<file path="src/pkg/cmpc_defs.svh">
// cmpc_defs.svh: offsets, field positions, reset values and timing of the comparator control
`ifndef CMPC_DEFS_SVH
`define CMPC_DEFS_SVH

// register indices; byte address is four times the index
`define CMPC_CTRL_IDX 8'h1F
`define CMPC_DIR_IDX 8'h20
`define CMPC_FLAG_IDX 8'h21

// reset values
`define CMPC_CTRL_RST 8'h00
`define CMPC_DIR_RST 8'hFF

// comparator_control field positions
`define CMPC_MODE_LSB 0
`define CMPC_SW_BIT 3
`define CMPC_INV1_BIT 4
`define CMPC_INV2_BIT 5
`define CMPC_OUT1_BIT 6
`define CMPC_OUT2_BIT 7

// change register field positions
`define CMPC_FLAG_BIT 0
`define CMPC_EN_BIT 1
`define CMPC_SETTLE_BIT 2

// port_a_direction bits of the output pins
`define CMPC_DIR_PIN3 3
`define CMPC_DIR_PIN4 4

// timing
`define CMPC_CLK_MHZ 40
`define CMPC_SETTLE_NS 10000
`define CMPC_SETTLE_CYC ((`CMPC_SETTLE_NS * `CMPC_CLK_MHZ + 999) / 1000)

`endif

</file>
<file path="src/pkg/cmpc_pkg.sv">
// cmpc_pkg: types of the comparator control
package cmpc_pkg;

    typedef enum logic [2:0] {
        CMPC_MODE_RESET = 3'h0,
        CMPC_MODE_MUX3 = 3'h1,
        CMPC_MODE_VREF = 3'h2,
        CMPC_MODE_COMREF = 3'h3,
        CMPC_MODE_INDEP2 = 3'h4,
        CMPC_MODE_INDEP1 = 3'h5,
        CMPC_MODE_COMREF_OUT = 3'h6,
        CMPC_MODE_OFF = 3'h7
    } cmpc_mode_t;

    typedef struct packed {
        logic [7:0] vref;
        logic [7:0] pin3;
        logic [7:0] pin2;
        logic [7:0] pin1;
        logic [7:0] pin0;
    } cmpc_analog_t;

    typedef struct packed {
        logic out2;
        logic out1;
        logic inv2;
        logic inv1;
        logic input_switch;
        cmpc_mode_t mode;
    } cmpc_ctrl_t;

endpackage

</file>
<file path="src/logic/cmpc_route.sv">
// cmpc_route: input routing and the two comparators, unsynchronized
`timescale 1ns/1ps
`default_nettype none

module cmpc_route (
    input wire cmpc_pkg::cmpc_mode_t mode,
    input wire logic input_switch,
    input wire logic [1:0] invert,
    input wire cmpc_pkg::cmpc_analog_t lvl,
    output logic [1:0] cmp_raw
);
    logic [7:0] pos1;
    logic [7:0] neg1;
    logic [7:0] pos2;
    logic [7:0] neg2;
    logic [1:0] on;

    always_comb begin
        pos1 = lvl.pin2;
        neg1 = lvl.pin0;
        pos2 = lvl.pin2;
        neg2 = lvl.pin1;
        on = 2'h3;
        unique case (mode)
            cmpc_pkg::CMPC_MODE_RESET,
            cmpc_pkg::CMPC_MODE_OFF: begin
                on = 2'h0;
            end
            cmpc_pkg::CMPC_MODE_MUX3: begin
                neg1 = input_switch ? lvl.pin3 : lvl.pin0;
            end
            cmpc_pkg::CMPC_MODE_VREF: begin
                pos1 = lvl.vref;
                pos2 = lvl.vref;
                neg1 = input_switch ? lvl.pin3 : lvl.pin0;
                neg2 = input_switch ? lvl.pin2 : lvl.pin1;
            end
            cmpc_pkg::CMPC_MODE_COMREF,
            cmpc_pkg::CMPC_MODE_COMREF_OUT: begin
                pos1 = lvl.pin2;
                neg1 = lvl.pin0;
                pos2 = lvl.pin2;
                neg2 = lvl.pin1;
            end
            cmpc_pkg::CMPC_MODE_INDEP2: begin
                pos1 = lvl.pin3;
            end
            cmpc_pkg::CMPC_MODE_INDEP1: begin
                on = 2'h2;
            end
        endcase
        // equal levels read low, or high when inverted; a powered-down comparator reads low
        cmp_raw[0] = on[0] & ((pos1 > neg1) ^ invert[0]);
        cmp_raw[1] = on[1] & ((pos2 > neg2) ^ invert[1]);
    end

endmodule

`default_nettype wire

</file>
<file path="src/logic/cmpc_top.sv">
// cmpc_top: dual comparator control with an AXI4-Lite register slave
//
// Implementation choice: the AXI4-Lite register port.
`timescale 1ns/1ps
`default_nettype none
`include "cmpc_defs.svh"

module cmpc_top (
    input wire logic aclk,
    input wire logic aresetn,
    input wire logic [7:0] s_axi_awaddr,
    input wire logic [2:0] s_axi_awprot,
    input wire logic s_axi_awvalid,
    output logic s_axi_awready,
    input wire logic [31:0] s_axi_wdata,
    input wire logic [3:0] s_axi_wstrb,
    input wire logic s_axi_wvalid,
    output logic s_axi_wready,
    output logic [1:0] s_axi_bresp,
    output logic s_axi_bvalid,
    input wire logic s_axi_bready,
    input wire logic [7:0] s_axi_araddr,
    input wire logic [2:0] s_axi_arprot,
    input wire logic s_axi_arvalid,
    output logic s_axi_arready,
    output logic [31:0] s_axi_rdata,
    output logic [1:0] s_axi_rresp,
    output logic s_axi_rvalid,
    input wire logic s_axi_rready,
    input wire cmpc_pkg::cmpc_analog_t analog_level,
    output logic port_a_pin3_out,
    output logic port_a_pin3_oe,
    output logic port_a_pin4_out,
    output logic port_a_pin4_oe,
    output logic comparator_change_flag,
    output logic comparator_change_enable
);
    localparam logic [1:0] RESP_OKAY = 2'h0;
    localparam logic [1:0] RESP_SLVERR = 2'h2;
    localparam logic [8:0] SETTLE_CYC = 9'(`CMPC_SETTLE_CYC);
    // register state
    cmpc_pkg::cmpc_ctrl_t ctrl, next_ctrl;
    logic [7:0] port_a_direction, next_port_a_direction;
    logic next_flag, next_enable;
    logic [1:0] last_out, next_last_out;
    logic [8:0] settle_cnt, next_settle_cnt;
    // comparator outputs and their synchroniser
    logic [1:0] cmp_raw, sync1, sync2, sync3, cmp_out, next_cmp_out;
    logic mismatch;
    // bus state
    logic aw_hold, next_aw_hold, w_hold, next_w_hold, w_lane0, next_w_lane0;
    logic [5:0] aw_idx, next_aw_idx, ar_idx;
    logic [7:0] w_byte, next_w_byte, ctrl_view;
    logic next_bvalid, next_rvalid, wr_fire, rd_fire, wr_ctrl, rd_ctrl;
    logic [1:0] next_bresp, next_rresp;
    logic [31:0] next_rdata;

    cmpc_route u_route (
        .mode(ctrl.mode),
        .input_switch(ctrl.input_switch),
        .invert({ctrl.inv2, ctrl.inv1}),
        .lvl(analog_level),
        .cmp_raw(cmp_raw)
    );

    // comparator results are asynchronous to aclk; count a change once stages 2 and 3 agree
    always_comb begin
        next_cmp_out = cmp_out;
        for (int i = 0; i < 2; i++) begin
            if (sync2[i] == sync3[i]) begin
                next_cmp_out[i] = sync3[i];
            end
        end
    end

    always_ff @(posedge aclk) begin
        if (!aresetn) begin
            sync1 <= 2'h0;
            sync2 <= 2'h0;
            sync3 <= 2'h0;
            cmp_out <= 2'h0;
        end else begin
            sync1 <= cmp_raw;
            sync2 <= sync1;
            sync3 <= sync2;
            cmp_out <= next_cmp_out;
        end
    end

    // bus handshakes
    assign s_axi_awready = !aw_hold && !s_axi_bvalid;
    assign s_axi_wready = !w_hold && !s_axi_bvalid;
    assign s_axi_arready = !s_axi_rvalid;
    assign wr_fire = aw_hold && w_hold && !s_axi_bvalid;
    assign rd_fire = s_axi_arvalid && s_axi_arready;
    assign ar_idx = s_axi_araddr[7:2];
    assign wr_ctrl = wr_fire && (aw_idx == `CMPC_CTRL_IDX) && w_lane0;
    assign rd_ctrl = rd_fire && (ar_idx == `CMPC_CTRL_IDX);
    assign mismatch = (cmp_out != last_out);

    always_comb begin
        ctrl_view = ctrl;
        ctrl_view[`CMPC_OUT2_BIT] = cmp_out[1];
        ctrl_view[`CMPC_OUT1_BIT] = cmp_out[0];
    end

    always_comb begin
        next_aw_hold = aw_hold;
        next_aw_idx = aw_idx;
        next_w_hold = w_hold;
        next_w_byte = w_byte;
        next_w_lane0 = w_lane0;
        next_bvalid = s_axi_bvalid;
        next_bresp = s_axi_bresp;
        next_rvalid = s_axi_rvalid;
        next_rdata = s_axi_rdata;
        next_rresp = s_axi_rresp;
        if (s_axi_awvalid && s_axi_awready) begin
            next_aw_hold = 1'b1;
            next_aw_idx = s_axi_awaddr[7:2];
        end
        if (s_axi_wvalid && s_axi_wready) begin
            next_w_hold = 1'b1;
            next_w_byte = s_axi_wdata[7:0];
            next_w_lane0 = s_axi_wstrb[0];
        end
        if (wr_fire) begin
            next_aw_hold = 1'b0;
            next_w_hold = 1'b0;
            next_bvalid = 1'b1;
            next_bresp = RESP_OKAY;
            if (aw_idx != `CMPC_CTRL_IDX && aw_idx != `CMPC_DIR_IDX &&
                aw_idx != `CMPC_FLAG_IDX) begin
                next_bresp = RESP_SLVERR;
            end
        end else if (s_axi_bvalid && s_axi_bready) begin
            next_bvalid = 1'b0;
        end
        if (rd_fire) begin
            next_rvalid = 1'b1;
            next_rresp = RESP_OKAY;
            next_rdata = 32'h0;
            unique case (ar_idx)
                `CMPC_CTRL_IDX: next_rdata[7:0] = ctrl_view;
                `CMPC_DIR_IDX: next_rdata[7:0] = port_a_direction;
                `CMPC_FLAG_IDX: begin
                    next_rdata[`CMPC_FLAG_BIT] = comparator_change_flag;
                    next_rdata[`CMPC_EN_BIT] = comparator_change_enable;
                    next_rdata[`CMPC_SETTLE_BIT] = (settle_cnt != 9'h0);
                end
                default: next_rresp = RESP_SLVERR;
            endcase
        end else if (s_axi_rvalid && s_axi_rready) begin
            next_rvalid = 1'b0;
        end
    end

    always_ff @(posedge aclk) begin
        if (!aresetn) begin
            aw_hold <= 1'b0;
            aw_idx <= 6'h0;
            w_hold <= 1'b0;
            w_byte <= 8'h00;
            w_lane0 <= 1'b0;
            s_axi_bvalid <= 1'b0;
            s_axi_bresp <= 2'h0;
            s_axi_rvalid <= 1'b0;
            s_axi_rdata <= 32'h0;
            s_axi_rresp <= 2'h0;
        end else begin
            aw_hold <= next_aw_hold;
            aw_idx <= next_aw_idx;
            w_hold <= next_w_hold;
            w_byte <= next_w_byte;
            w_lane0 <= next_w_lane0;
            s_axi_bvalid <= next_bvalid;
            s_axi_bresp <= next_bresp;
            s_axi_rvalid <= next_rvalid;
            s_axi_rdata <= next_rdata;
            s_axi_rresp <= next_rresp;
        end
    end

    // registers, change detection and settling
    always_comb begin
        next_ctrl = ctrl;
        next_port_a_direction = port_a_direction;
        next_flag = comparator_change_flag;
        next_enable = comparator_change_enable;
        next_last_out = last_out;
        next_settle_cnt = (settle_cnt != 9'h0) ? settle_cnt - 9'h1 : 9'h0;
        if (wr_ctrl) begin
            next_ctrl.mode = cmpc_pkg::cmpc_mode_t'(w_byte[2:0]);
            next_ctrl.input_switch = w_byte[`CMPC_SW_BIT];
            next_ctrl.inv1 = w_byte[`CMPC_INV1_BIT];
            next_ctrl.inv2 = w_byte[`CMPC_INV2_BIT];
            if (w_byte[2:0] != ctrl.mode) begin
                next_settle_cnt = SETTLE_CYC;
            end
        end
        if (wr_fire && aw_idx == `CMPC_DIR_IDX && w_lane0) begin
            next_port_a_direction = w_byte;
        end
        if (wr_fire && aw_idx == `CMPC_FLAG_IDX && w_lane0) begin
            // writing a one raises a simulated change event
            next_flag = w_byte[`CMPC_FLAG_BIT];
            next_enable = w_byte[`CMPC_EN_BIT];
        end
        // a read, or a write with byte lane 0 strobed, of the control register ends the mismatch
        if (rd_ctrl || wr_ctrl) begin
            next_last_out = cmp_out;
        end
        // set wins over a clear in the same cycle
        if (mismatch) begin
            next_flag = 1'b1;
        end
        next_ctrl.out1 = 1'b0;
        next_ctrl.out2 = 1'b0;
    end

    always_ff @(posedge aclk) begin
        if (!aresetn) begin
            ctrl <= cmpc_pkg::cmpc_ctrl_t'(`CMPC_CTRL_RST);
            port_a_direction <= `CMPC_DIR_RST;
            comparator_change_flag <= 1'b0;
            comparator_change_enable <= 1'b0;
            last_out <= 2'h0;
            settle_cnt <= 9'h0;
        end else begin
            ctrl <= next_ctrl;
            port_a_direction <= next_port_a_direction;
            comparator_change_flag <= next_flag;
            comparator_change_enable <= next_enable;
            last_out <= next_last_out;
            settle_cnt <= next_settle_cnt;
        end
    end

    // pin output path bypasses the synchroniser by design; pins stay inputs when direction is 1
    always_comb begin
        port_a_pin3_oe = (ctrl.mode == cmpc_pkg::CMPC_MODE_COMREF_OUT) &&
            !port_a_direction[`CMPC_DIR_PIN3];
        port_a_pin4_oe = (ctrl.mode == cmpc_pkg::CMPC_MODE_COMREF_OUT) &&
            !port_a_direction[`CMPC_DIR_PIN4];
        port_a_pin3_out = port_a_pin3_oe & cmp_raw[0];
        port_a_pin4_out = port_a_pin4_oe & cmp_raw[1];
    end

    flag_set_a: assert property (@(posedge aclk) disable iff (!aresetn)
        mismatch |=> comparator_change_flag)
        else $error("change flag not set on mismatch");

    reset_mode_a: assert property (@(posedge aclk) disable iff (!aresetn)
        $rose(aresetn) |-> (ctrl.mode == cmpc_pkg::CMPC_MODE_RESET) && !comparator_change_flag)
        else $error("mode field not reset");

    read_ends_a: assert property (@(posedge aclk) disable iff (!aresetn)
        rd_ctrl |=> (last_out == $past(cmp_out)))
        else $error("control read did not end mismatch");
    mode_write_a: assert property (@(posedge aclk) disable iff (!aresetn)
        wr_ctrl |=> (ctrl.mode == $past(w_byte[2:0])) && s_axi_bvalid)
        else $error("mode field not written");
    report_bits_a: assert property (@(posedge aclk) disable iff (!aresetn)
        rd_ctrl |=> s_axi_rvalid && (s_axi_rdata[7:6] == $past(cmp_out)))
        else $error("reported outputs wrong");

    pin_drive_a: assert property (@(posedge aclk) disable iff (!aresetn)
        (ctrl.mode == cmpc_pkg::CMPC_MODE_COMREF_OUT) && !port_a_direction[`CMPC_DIR_PIN3]
        |-> port_a_pin3_oe && (port_a_pin3_out == cmp_raw[0]))
        else $error("pin 3 not driven in output mode");

    pin_gate_a: assert property (@(posedge aclk) disable iff (!aresetn)
        (port_a_direction[`CMPC_DIR_PIN4] || ctrl.mode != cmpc_pkg::CMPC_MODE_COMREF_OUT)
        |-> !port_a_pin4_oe && !port_a_pin4_out)
        else $error("pin 4 driven against direction");

    settle_load_a: assert property (@(posedge aclk) disable iff (!aresetn)
        $changed(ctrl.mode) |-> (settle_cnt == SETTLE_CYC) ##1 (settle_cnt == SETTLE_CYC - 9'h1))
        else $error("settle counter not loaded on mode change");

endmodule

`default_nettype wire

</file>
<file path="config.mk">
export PLATFORM = sky130hd
export DESIGN_NAME = cmpc_top
export DESIGN_NICKNAME = d
export VERILOG_FILES = /design/src/pkg/cmpc_pkg.sv /design/src/logic/cmpc_route.sv /design/src/logic/cmpc_top.sv
export VERILOG_INCLUDE_DIRS = /design/src /design/src/pkg
export SDC_FILE = /design/constraint.sdc
export NUM_CORES = 1
export LEC_CHECK = 0
export ABC_AREA = 1
export BUFFER_PORTS_ARGS = -buffer_cell sky130_fd_sc_hd__clkbuf_2
export CORE_MARGIN = 1.5
export CORE_UTILIZATION = 53
export DETAILED_ROUTE_END_ITERATION = 10
export GPL_TIMING_DRIVEN = 0
export PLACE_DENSITY_LB_ADDON = 0.05
export SYNTH_ARGS = -nofsm -noshare
export SYNTH_HDL_FRONTEND = slang
export SYNTH_SLANG_ARGS = --single-unit
</file>
<file path="constraint.sdc">
create_clock -name aclk -period 6.42 [get_ports aclk]
set_input_delay 1.284 -clock aclk [delete_from_list [all_inputs] [get_ports aclk]]
set_output_delay 1.284 -clock aclk [all_outputs]
set_load 0.03 [all_outputs]
</file>
==> results of run 1 <==
-- metrics by stage --
| step | area, µm² | util |
|---|---|---|
| 2_1_floorplan | 3837 | - |
| 3_3_place_gp | 4393 | 0.6466 |
| 3_5_place_dp | 4393 | 0.6466 |
| 4_1_cts | 4587 | 0.6751 |
| 5_1_grt | 4587 | 0.6751 |
| 6_report | 4587 | 0.6751 |
-- metal layers --
metal	wire length [µm]	global-route usage	vias to the layer above
met5	0	0	-
met4	82	0.07038	0
met3	460	0.04076	11
met2	3913	0.3876	98
met1	4281	0.3049	1599
li1	-	-	1921
-- worst min-delay path: cells and delay by family (launching register included) --
family / cells / cell delay [ns]
buf+inv: 1 / 0.05
simple gates: 1 / 0.05
flops: 1 / 0.31
-- power groups by stage --
stage | Sequential (µW) | Combinational [µW] | Clock [µW]
3_3_place_gp | 452 | 242 | 0
5_1_grt | 448 | 283 | 361
4_1_cts | 445 | 250 | 343
3_5_place_dp | 453 | 248 | 0
2_1_floorplan | 454 | 186 | 0
6_report | 445 | 250 | 342
-- cells by family after synthesis --
kind of cell,Yosys count,synth area share
other,1,0.001002
buffers and inverters,109,0.1397
muxes,8,0.02139
and+or+nand+nor,227,0.2670
DFF,64,0.3422
adders and majority gates,17,0.05682
AOI/OAI and AO/OA,100,0.1601
xor gates and xnor gates,5,0.01170
-- registers in the layout (all words and copies together) (netlist names) --
| register | flops |
|---|---|
| sync2 | 2 |
| w_lane0 | 1 |
| ctrl | 6 |
| last_out | 2 |
| sync3 | 2 |
| w_byte | 8 |
| s_axi_bvalid | 1 |
| s_axi_rvalid | 1 |
| cmp_out | 2 |
| port_a_direction | 8 |
| sync1 | 2 |
| s_axi_bresp | 1 |
| w_hold | 1 |
| comparator_change_enable | 1 |
| settle_cnt | 9 |
| comparator_change_flag | 1 |
| s_axi_rdata | 8 |
| aw_hold | 1 |
| aw_idx | 6 |
| s_axi_rresp | 1 |
-- synth_stat cells (all sizes together), types with 2 or more instances --
cell / n / area (µm²)
o211ai: 15 / 152.6
ha: 17 / 212.7
nor3: 4 / 31.28
mux2i: 8 / 80.08
nand4: 5 / 37.53
inv: 70 / 262.8
dfxtp: 64 / 1281
nand2: 120 / 455.4
xor2: 4 / 35.03
a21o: 2 / 15.01
buf: 32 / 234.0
or2: 3 / 18.77
a21oi: 34 / 170.2
o221ai: 3 / 26.28
nor2: 60 / 252.7
clkbuf: 6 / 22.52
nand3: 33 / 180.2
o22ai: 2 / 12.51
o21ai: 43 / 215.2
-- cell usage in the layout (no fill, tap or decap), drive strengths merged, types with 3 or more instances in the layout --
| cell | instances |
|---|---|
| nand2 | 120 |
| clkbuf | 102 |
| inv | 71 |
| dfxtp | 64 |
| nor2 | 60 |
| o21ai | 43 |
| a21oi | 34 |
| nand3 | 33 |
| buf | 32 |
| conb | 26 |
| ha | 17 |
| o211ai | 15 |
| mux2i | 8 |
| nand4 | 5 |
| clkinv | 5 |
| xor2 | 4 |
| nor3 | 4 |
| o221ai | 3 |
| or2 | 3 |
-- cell type report --
type                    count  share of cell area
clock inverters             7             0.01528
flip-flops and latches     64              0.2793
multi-input cells         383              0.4433
plain buffers              38             0.05592
clock buffers               9             0.02700
well taps                  96             0.02619
repair buffers             87             0.09493
inverters                  71             0.05810
-- how the worst min path moves through the flow --
stage	slack, ns	cells after the start	end	start
after floorplan	0.39	2	sync2[0]$_SDFF_PN0_	sync1[0]$_SDFF_PN0_
after global placement	0.41	2	sync2[1]$_SDFF_PN0_	sync1[1]$_SDFF_PN0_
after detailed placement	0.41	2	sync2[1]$_SDFF_PN0_	sync1[1]$_SDFF_PN0_
after CTS	0.43	2	sync2[1]$_SDFF_PN0_	sync1[1]$_SDFF_PN0_
after global routing	0.45	2	sync2[1]$_SDFF_PN0_	sync1[1]$_SDFF_PN0_
final	0.43	2	sync2[1]$_SDFF_PN0_	sync1[1]$_SDFF_PN0_
==> metrics.cfg, run 1 <==
[final_layout]
drive_above_1_share = 0.2489
fin_nets = 776
n_antenna_cell = 0
area_delta_synth_final_pct = 22.53
multi_input_area_um2 = 2033
fillers = 629
regArea_um2 = 1281
stdcell_count = 755

[cts]
clock_path_buffers = 2
ctsResizeCount = 0
postCtsSetupBuffers = 0
htreeDepth = 3
cts_hold_buf = 0
clk_pin_slew_worst_paths_ns = 0.07
cts_sinks = 64
root_buffer = clkbuf_8
cts_tree = yes
clock_latency_ns = 0.34
cts_buffers = 9

[setup_path]
r2r_slack_ns = 4.02
cpMostUsedCell = nand2_1
required_ns = 5.14
regToRegEndpoint = sync1[1]$_SDFF_PN0_
crit_buf_inv = 4
r2r_start = ctrl[0]$_SDFFE_PN0P_
end_kind = primary output
crit_path_cell_trace = inv_1 -> nand2_1 -> nor2_4 -> inv_2 -> nand2_1 -> inv_2 -> nand2_1 -> o221ai_1 -> ha_1 -> nand2_1 -> nor2_1 -> nand4_1 -> nand3_1 -> nand3_1 -> nor2_1 -> clkbuf_2
cp_num_cells = 16
setup.worst_path.start = ctrl[0]$_SDFFE_PN0P_
cpPeakStageDelay_ns = 0.35
arrival_ns = 2.88
crit_path_max_fanout = 7
critPathLaunchType = register
r2r_cells = 12
cp_slowest_cell = dfxtp_1
worstSetupEndpoint = port_a_pin3_out
path_class = reg -> out
crit_family = simple AND/OR/NAND/NOR gates

[sta]
setup_slack_ns = 2.253
fin_crit_sh = 0.6491
rsz0062_at_grt = false
hold_violations = 0
drv_slew = 0
timing.fmax_mhz = 240.0
skew_ns = 0.01135
worst_pin_slew_ns = 0.5016
fin_crit_ns = 4.167
slew_headroom = 0.6656
hold_slack_ns = 0.4308
setup_viol = 0
setup_tns_ns = 0

[hold_path]
holdCritPathClass = reg -> reg

[route]
vias = 3629
drc = 0
wl_per_cell_um = 11.57
drtAntennaViolNets = 0
drt_first_pass_iters = 5
vias_per_cell = 4.807
finalWirelength_um = 8738
drtIter0Drc = 145

[place]
dp_hpwl_um = 6999
placed_cells = 739
port_buffers = 87
place_congestion = 0.8391
post-place-ws_ns = 2.308

[logic_synthesis]
synth.distinct_cells = 35
synth_ff_type = dfxtp_1
synthCells = 531
synth_edf_count = 0
yosysWarnings = 0
ys_ff_latch = 64
syn_area_um2 = 3744
yosysSeqAreaShare = 0.3422
async_reset_ff_frac = 0
synth_area_per_cell_um2 = 7.050

[floorplan]
start_util = 0.5510
die_h_um = 87.05
fp.coreArea_um2 = 6794
die-area_um2 = 7577
rows = 30
io_pins = 152
die_w_um = 87.05

[global_routing]
grtUsageTotal = 0.2320
grt_max_degree = 13
grt_pass1_wl_um = 13880
antenna_found_initial = 0
overflow = 0
grt_pass1_vias = 3095

[power_and_ir_drop]
power.total_uw = 1037
p_clk_frac = 0.330
seqPwrFrac = 0.429
p_comb_frac = 0.241
vdd_drop_max_mv = 0.1990
switching_share = 0.3238
p_sw_uw = 335.8
intPower_uw = 701.2
leakagePower_uw = 0.002418
powerDensity_nw_per_um2 = 226.1

[run]
cap_violations = 0

[status]
status = completed

Power figures use the tool's default switching activity.
==> run 2, diff against run 1 <==
Settings changed: CORE_UTILIZATION 53 to 44.
Clock period 6.42 ns to 3.6 ns, I/O delays scaled along.
==> run 2 against run 1 <==
Against the previous run:
- clock skew grew 0.0042 ns
- sequential share of layout area is 0.66 points lower
- via count grew 0.47%
- final cell count increased by 1.7%
- worst hold slack better by 0.0097 ns
- combinational power increased by 80%
- global-route usage is 2.9 points lower
- first-iteration DRC count is 8.3% lower
- critical path type unchanged
==> metrics.cfg, run 2 (synthesis results as in run 1) <==
[cts]
clock_path_buffers = 2
htreeDepth = 3
cts_buffers = 9
root_buffer = clkbuf_8
clock_latency_ns = 0.34
cts_tree = yes
clk_pin_slew_worst_paths_ns = 0.08
cts_sinks = 64

[setup_path]
critPathLaunchType = register
cpMostUsedCell = nand2_1
r2r_start = ctrl[0]$_SDFFE_PN0P_
crit_buf_inv = 4
path_class = reg -> out
regToRegEndpoint = sync1[0]$_SDFF_PN0_
crit_path_max_fanout = 7
crit_path_cell_trace = inv_2 -> nand2_1 -> nor2_4 -> inv_2 -> nand2_4 -> inv_2 -> nand2_1 -> o221ai_1 -> ha_1 -> nand2_1 -> nor2_1 -> nor2_1 -> nand2_1 -> nand3_1 -> nand3_2 -> nor2_1 -> clkbuf_4
required_ns = 2.88
r2r_cells = 17
end_kind = primary output
arrival_ns = 2.64
crit_family = simple AND/OR/NAND/NOR gates
cp_slowest_cell = dfxtp_1
r2r_slack_ns = 1.41
cpPeakStageDelay_ns = 0.36

[final_layout]
drive_above_1_share = 0.2670
final_common_cell = nand2_1
stdcell_count = 768
area_delta_synth_final_pct = 25.60
largest_reg_flops = 9
n_antenna_cell = 0
final_util = 0.5723
top_register = settle_cnt
fin_nets = 780
final_cell_mix = nand2_1 (117), clkbuf_2 (85), inv_1 (65), dfxtp_1 (63), nor2_1 (52)

[power_and_ir_drop]
intPower_uw = 1293
seqPwrFrac = 0.419
switching_share = 0.3166
powerDensity_nw_per_um2 = 402.2
p_comb_frac = 0.237
p_sw_uw = 598.7
leakagePower_uw = 0.002441
vdd_drop_max_mv = 0.4265
p_clk_frac = 0.344
power.total_uw = 1891

[place]
place_congestion = 0.8501
dp_hpwl_um = 7348
port_buffers = 87
placed_cells = 748
post-place-ws_ns = 0.2898

[hold_path]
hold_end = sync3[1]$_SDFF_PN0_
hold_path.startpoint = sync2[1]$_SDFF_PN0_
holdCritPathClass = reg -> reg
hold_path_depth = 2

[global_routing]
overflow = 0
grtUsageTotal = 0.2028
grt_pass1_wl_um = 14300
antenna_found_initial = 0
grt_pass1_vias = 3115
grt_max_degree = 13

[floorplan]
die_h_um = 95.24
start_util = 0.4556
die-area_um2 = 9071
die_w_um = 95.24
fp.coreArea_um2 = 8217
rows = 33
io_pins = 152

[sta]
skew_ns = 0.01559
fin_crit_ns = 3.364
rsz0062_at_grt = false
hold_violations = 0
timing.fmax_mhz = 297.3
setup_slack_ns = 0.2363
hold_slack_ns = 0.4405
setup_viol = 0
fin_crit_sh = 0.9344
drv_slew = 0

[route]
vias_per_cell = 4.747
vias = 3646
drtAntennaViolNets = 0
wl_per_cell_um = 11.80
finalWirelength_um = 9065
drtIter0Drc = 133
drt_first_pass_iters = 4
drc = 0

[status]
status = completed

[run]
cap_violations = 0

[run 2: cell types whose count changed in the layout (fill, tap and decap cells not counted), moves of 2 or more]
cell / previous run / this run
clkinv_2: 3 / 0
nor2_2: 2 / 5
clkbuf_4: 0 / 3
clkbuf_8: 9 / 11
nor2_1: 55 / 52
nand3_1: 30 / 27
buf_4: 27 / 31
clkbuf_2: 87 / 85
nand3_4: 0 / 2
[run 2: how the worst max path moves through the flow]
| stage | from | to | slack, ns | cells past startpoint |
|---|---|---|---|---|
| CTS | ctrl[0]$_SDFFE_PN0P_ | port_a_pin3_out | -0.006 | 16 |
| global route | ctrl[0]$_SDFFE_PN0P_ | port_a_pin3_out | 0.009 | 16 |
| floorplan | ctrl[0]$_SDFFE_PN0P_ | port_a_pin3_out | 0.64 | 17 |
| detailed placement | ctrl[0]$_SDFFE_PN0P_ | port_a_pin3_out | 0.29 | 18 |
| finish | ctrl[0]$_SDFFE_PN0P_ | port_a_pin3_out | 0.24 | 17 |
| global placement | ctrl[0]$_SDFFE_PN0P_ | port_a_pin3_out | 0.30 | 16 |
[run 2: stage by stage]
| stage | area (µm²) | setup TNS [ns] |
|---|---|---|
| final | 4702 | 0 |
| after global routing | 4702 | 0 |
| after CTS | 4626 | -0.006060 |
| after global placement | 4404 | 0 |
| after detailed placement | 4404 | 0 |
| after floorplan | 3837 | 0 |
[run 2: worst reg2reg max path: stages, from the launching register on]
cell,delay [ns]
dfxtp_1,0.36
inv_2,0.12
nand2_1,0.11
nor2_4,0.16
inv_2,0.08
nand2_4,0.10
inv_2,0.05
nand2_1,0.05
o221ai_1,0.11
ha_1,0.30
nand2_1,0.10
nor2_1,0.05
nor2_1,0.13
nand2_1,0.09
nand2_1,0.07
nand2_1,0.06
nand3_2,0.10
nor2_1,0.05
[run 2: layout make-up]
cell class,count,area (µm²)
Buffer,38,259.0
Clock buffer,11,151.4
Clock inverter,5,62.56
Fill cell,841,3515
Inverter,71,266.5
Multi-Input combinational cell,383,2078
Sequential cell,64,1282
Tap cell,105,131.4
Timing Repair Buffer,91,470.5
[run 2: layer usage]
layer,vias to the layer above,GRT usage,part of all wire
met5,-,0,0
met4,0,0.04851,0.0083
met3,9,0.03429,0.054
met2,86,0.3381,0.47
met1,1624,0.2716,0.47
li1,1927,-,-
[run 2: what timing repair did]
item                                    in CTS  in global routing
cloned                                       0                  0
endpoints found under the setup margin       2                  2
hold buffers                                 0                  0
buffers inserted                             0                  4
pin swaps                                    0                  2
gates resized for setup                      2                 15
[run 2: power groups by stage]
| stage | Sequential [µW] | Combinational [µW] | Clock, µW |
|---|---|---|---|
| 3_5_place_dp | 809 | 446 | 0 |
| 4_1_cts | 792 | 449 | 663 |
| 5_1_grt | 797 | 509 | 695 |
| 2_1_floorplan | 809 | 331 | 0 |
| 3_3_place_gp | 807 | 438 | 0 |
| 6_report | 792 | 449 | 651 |
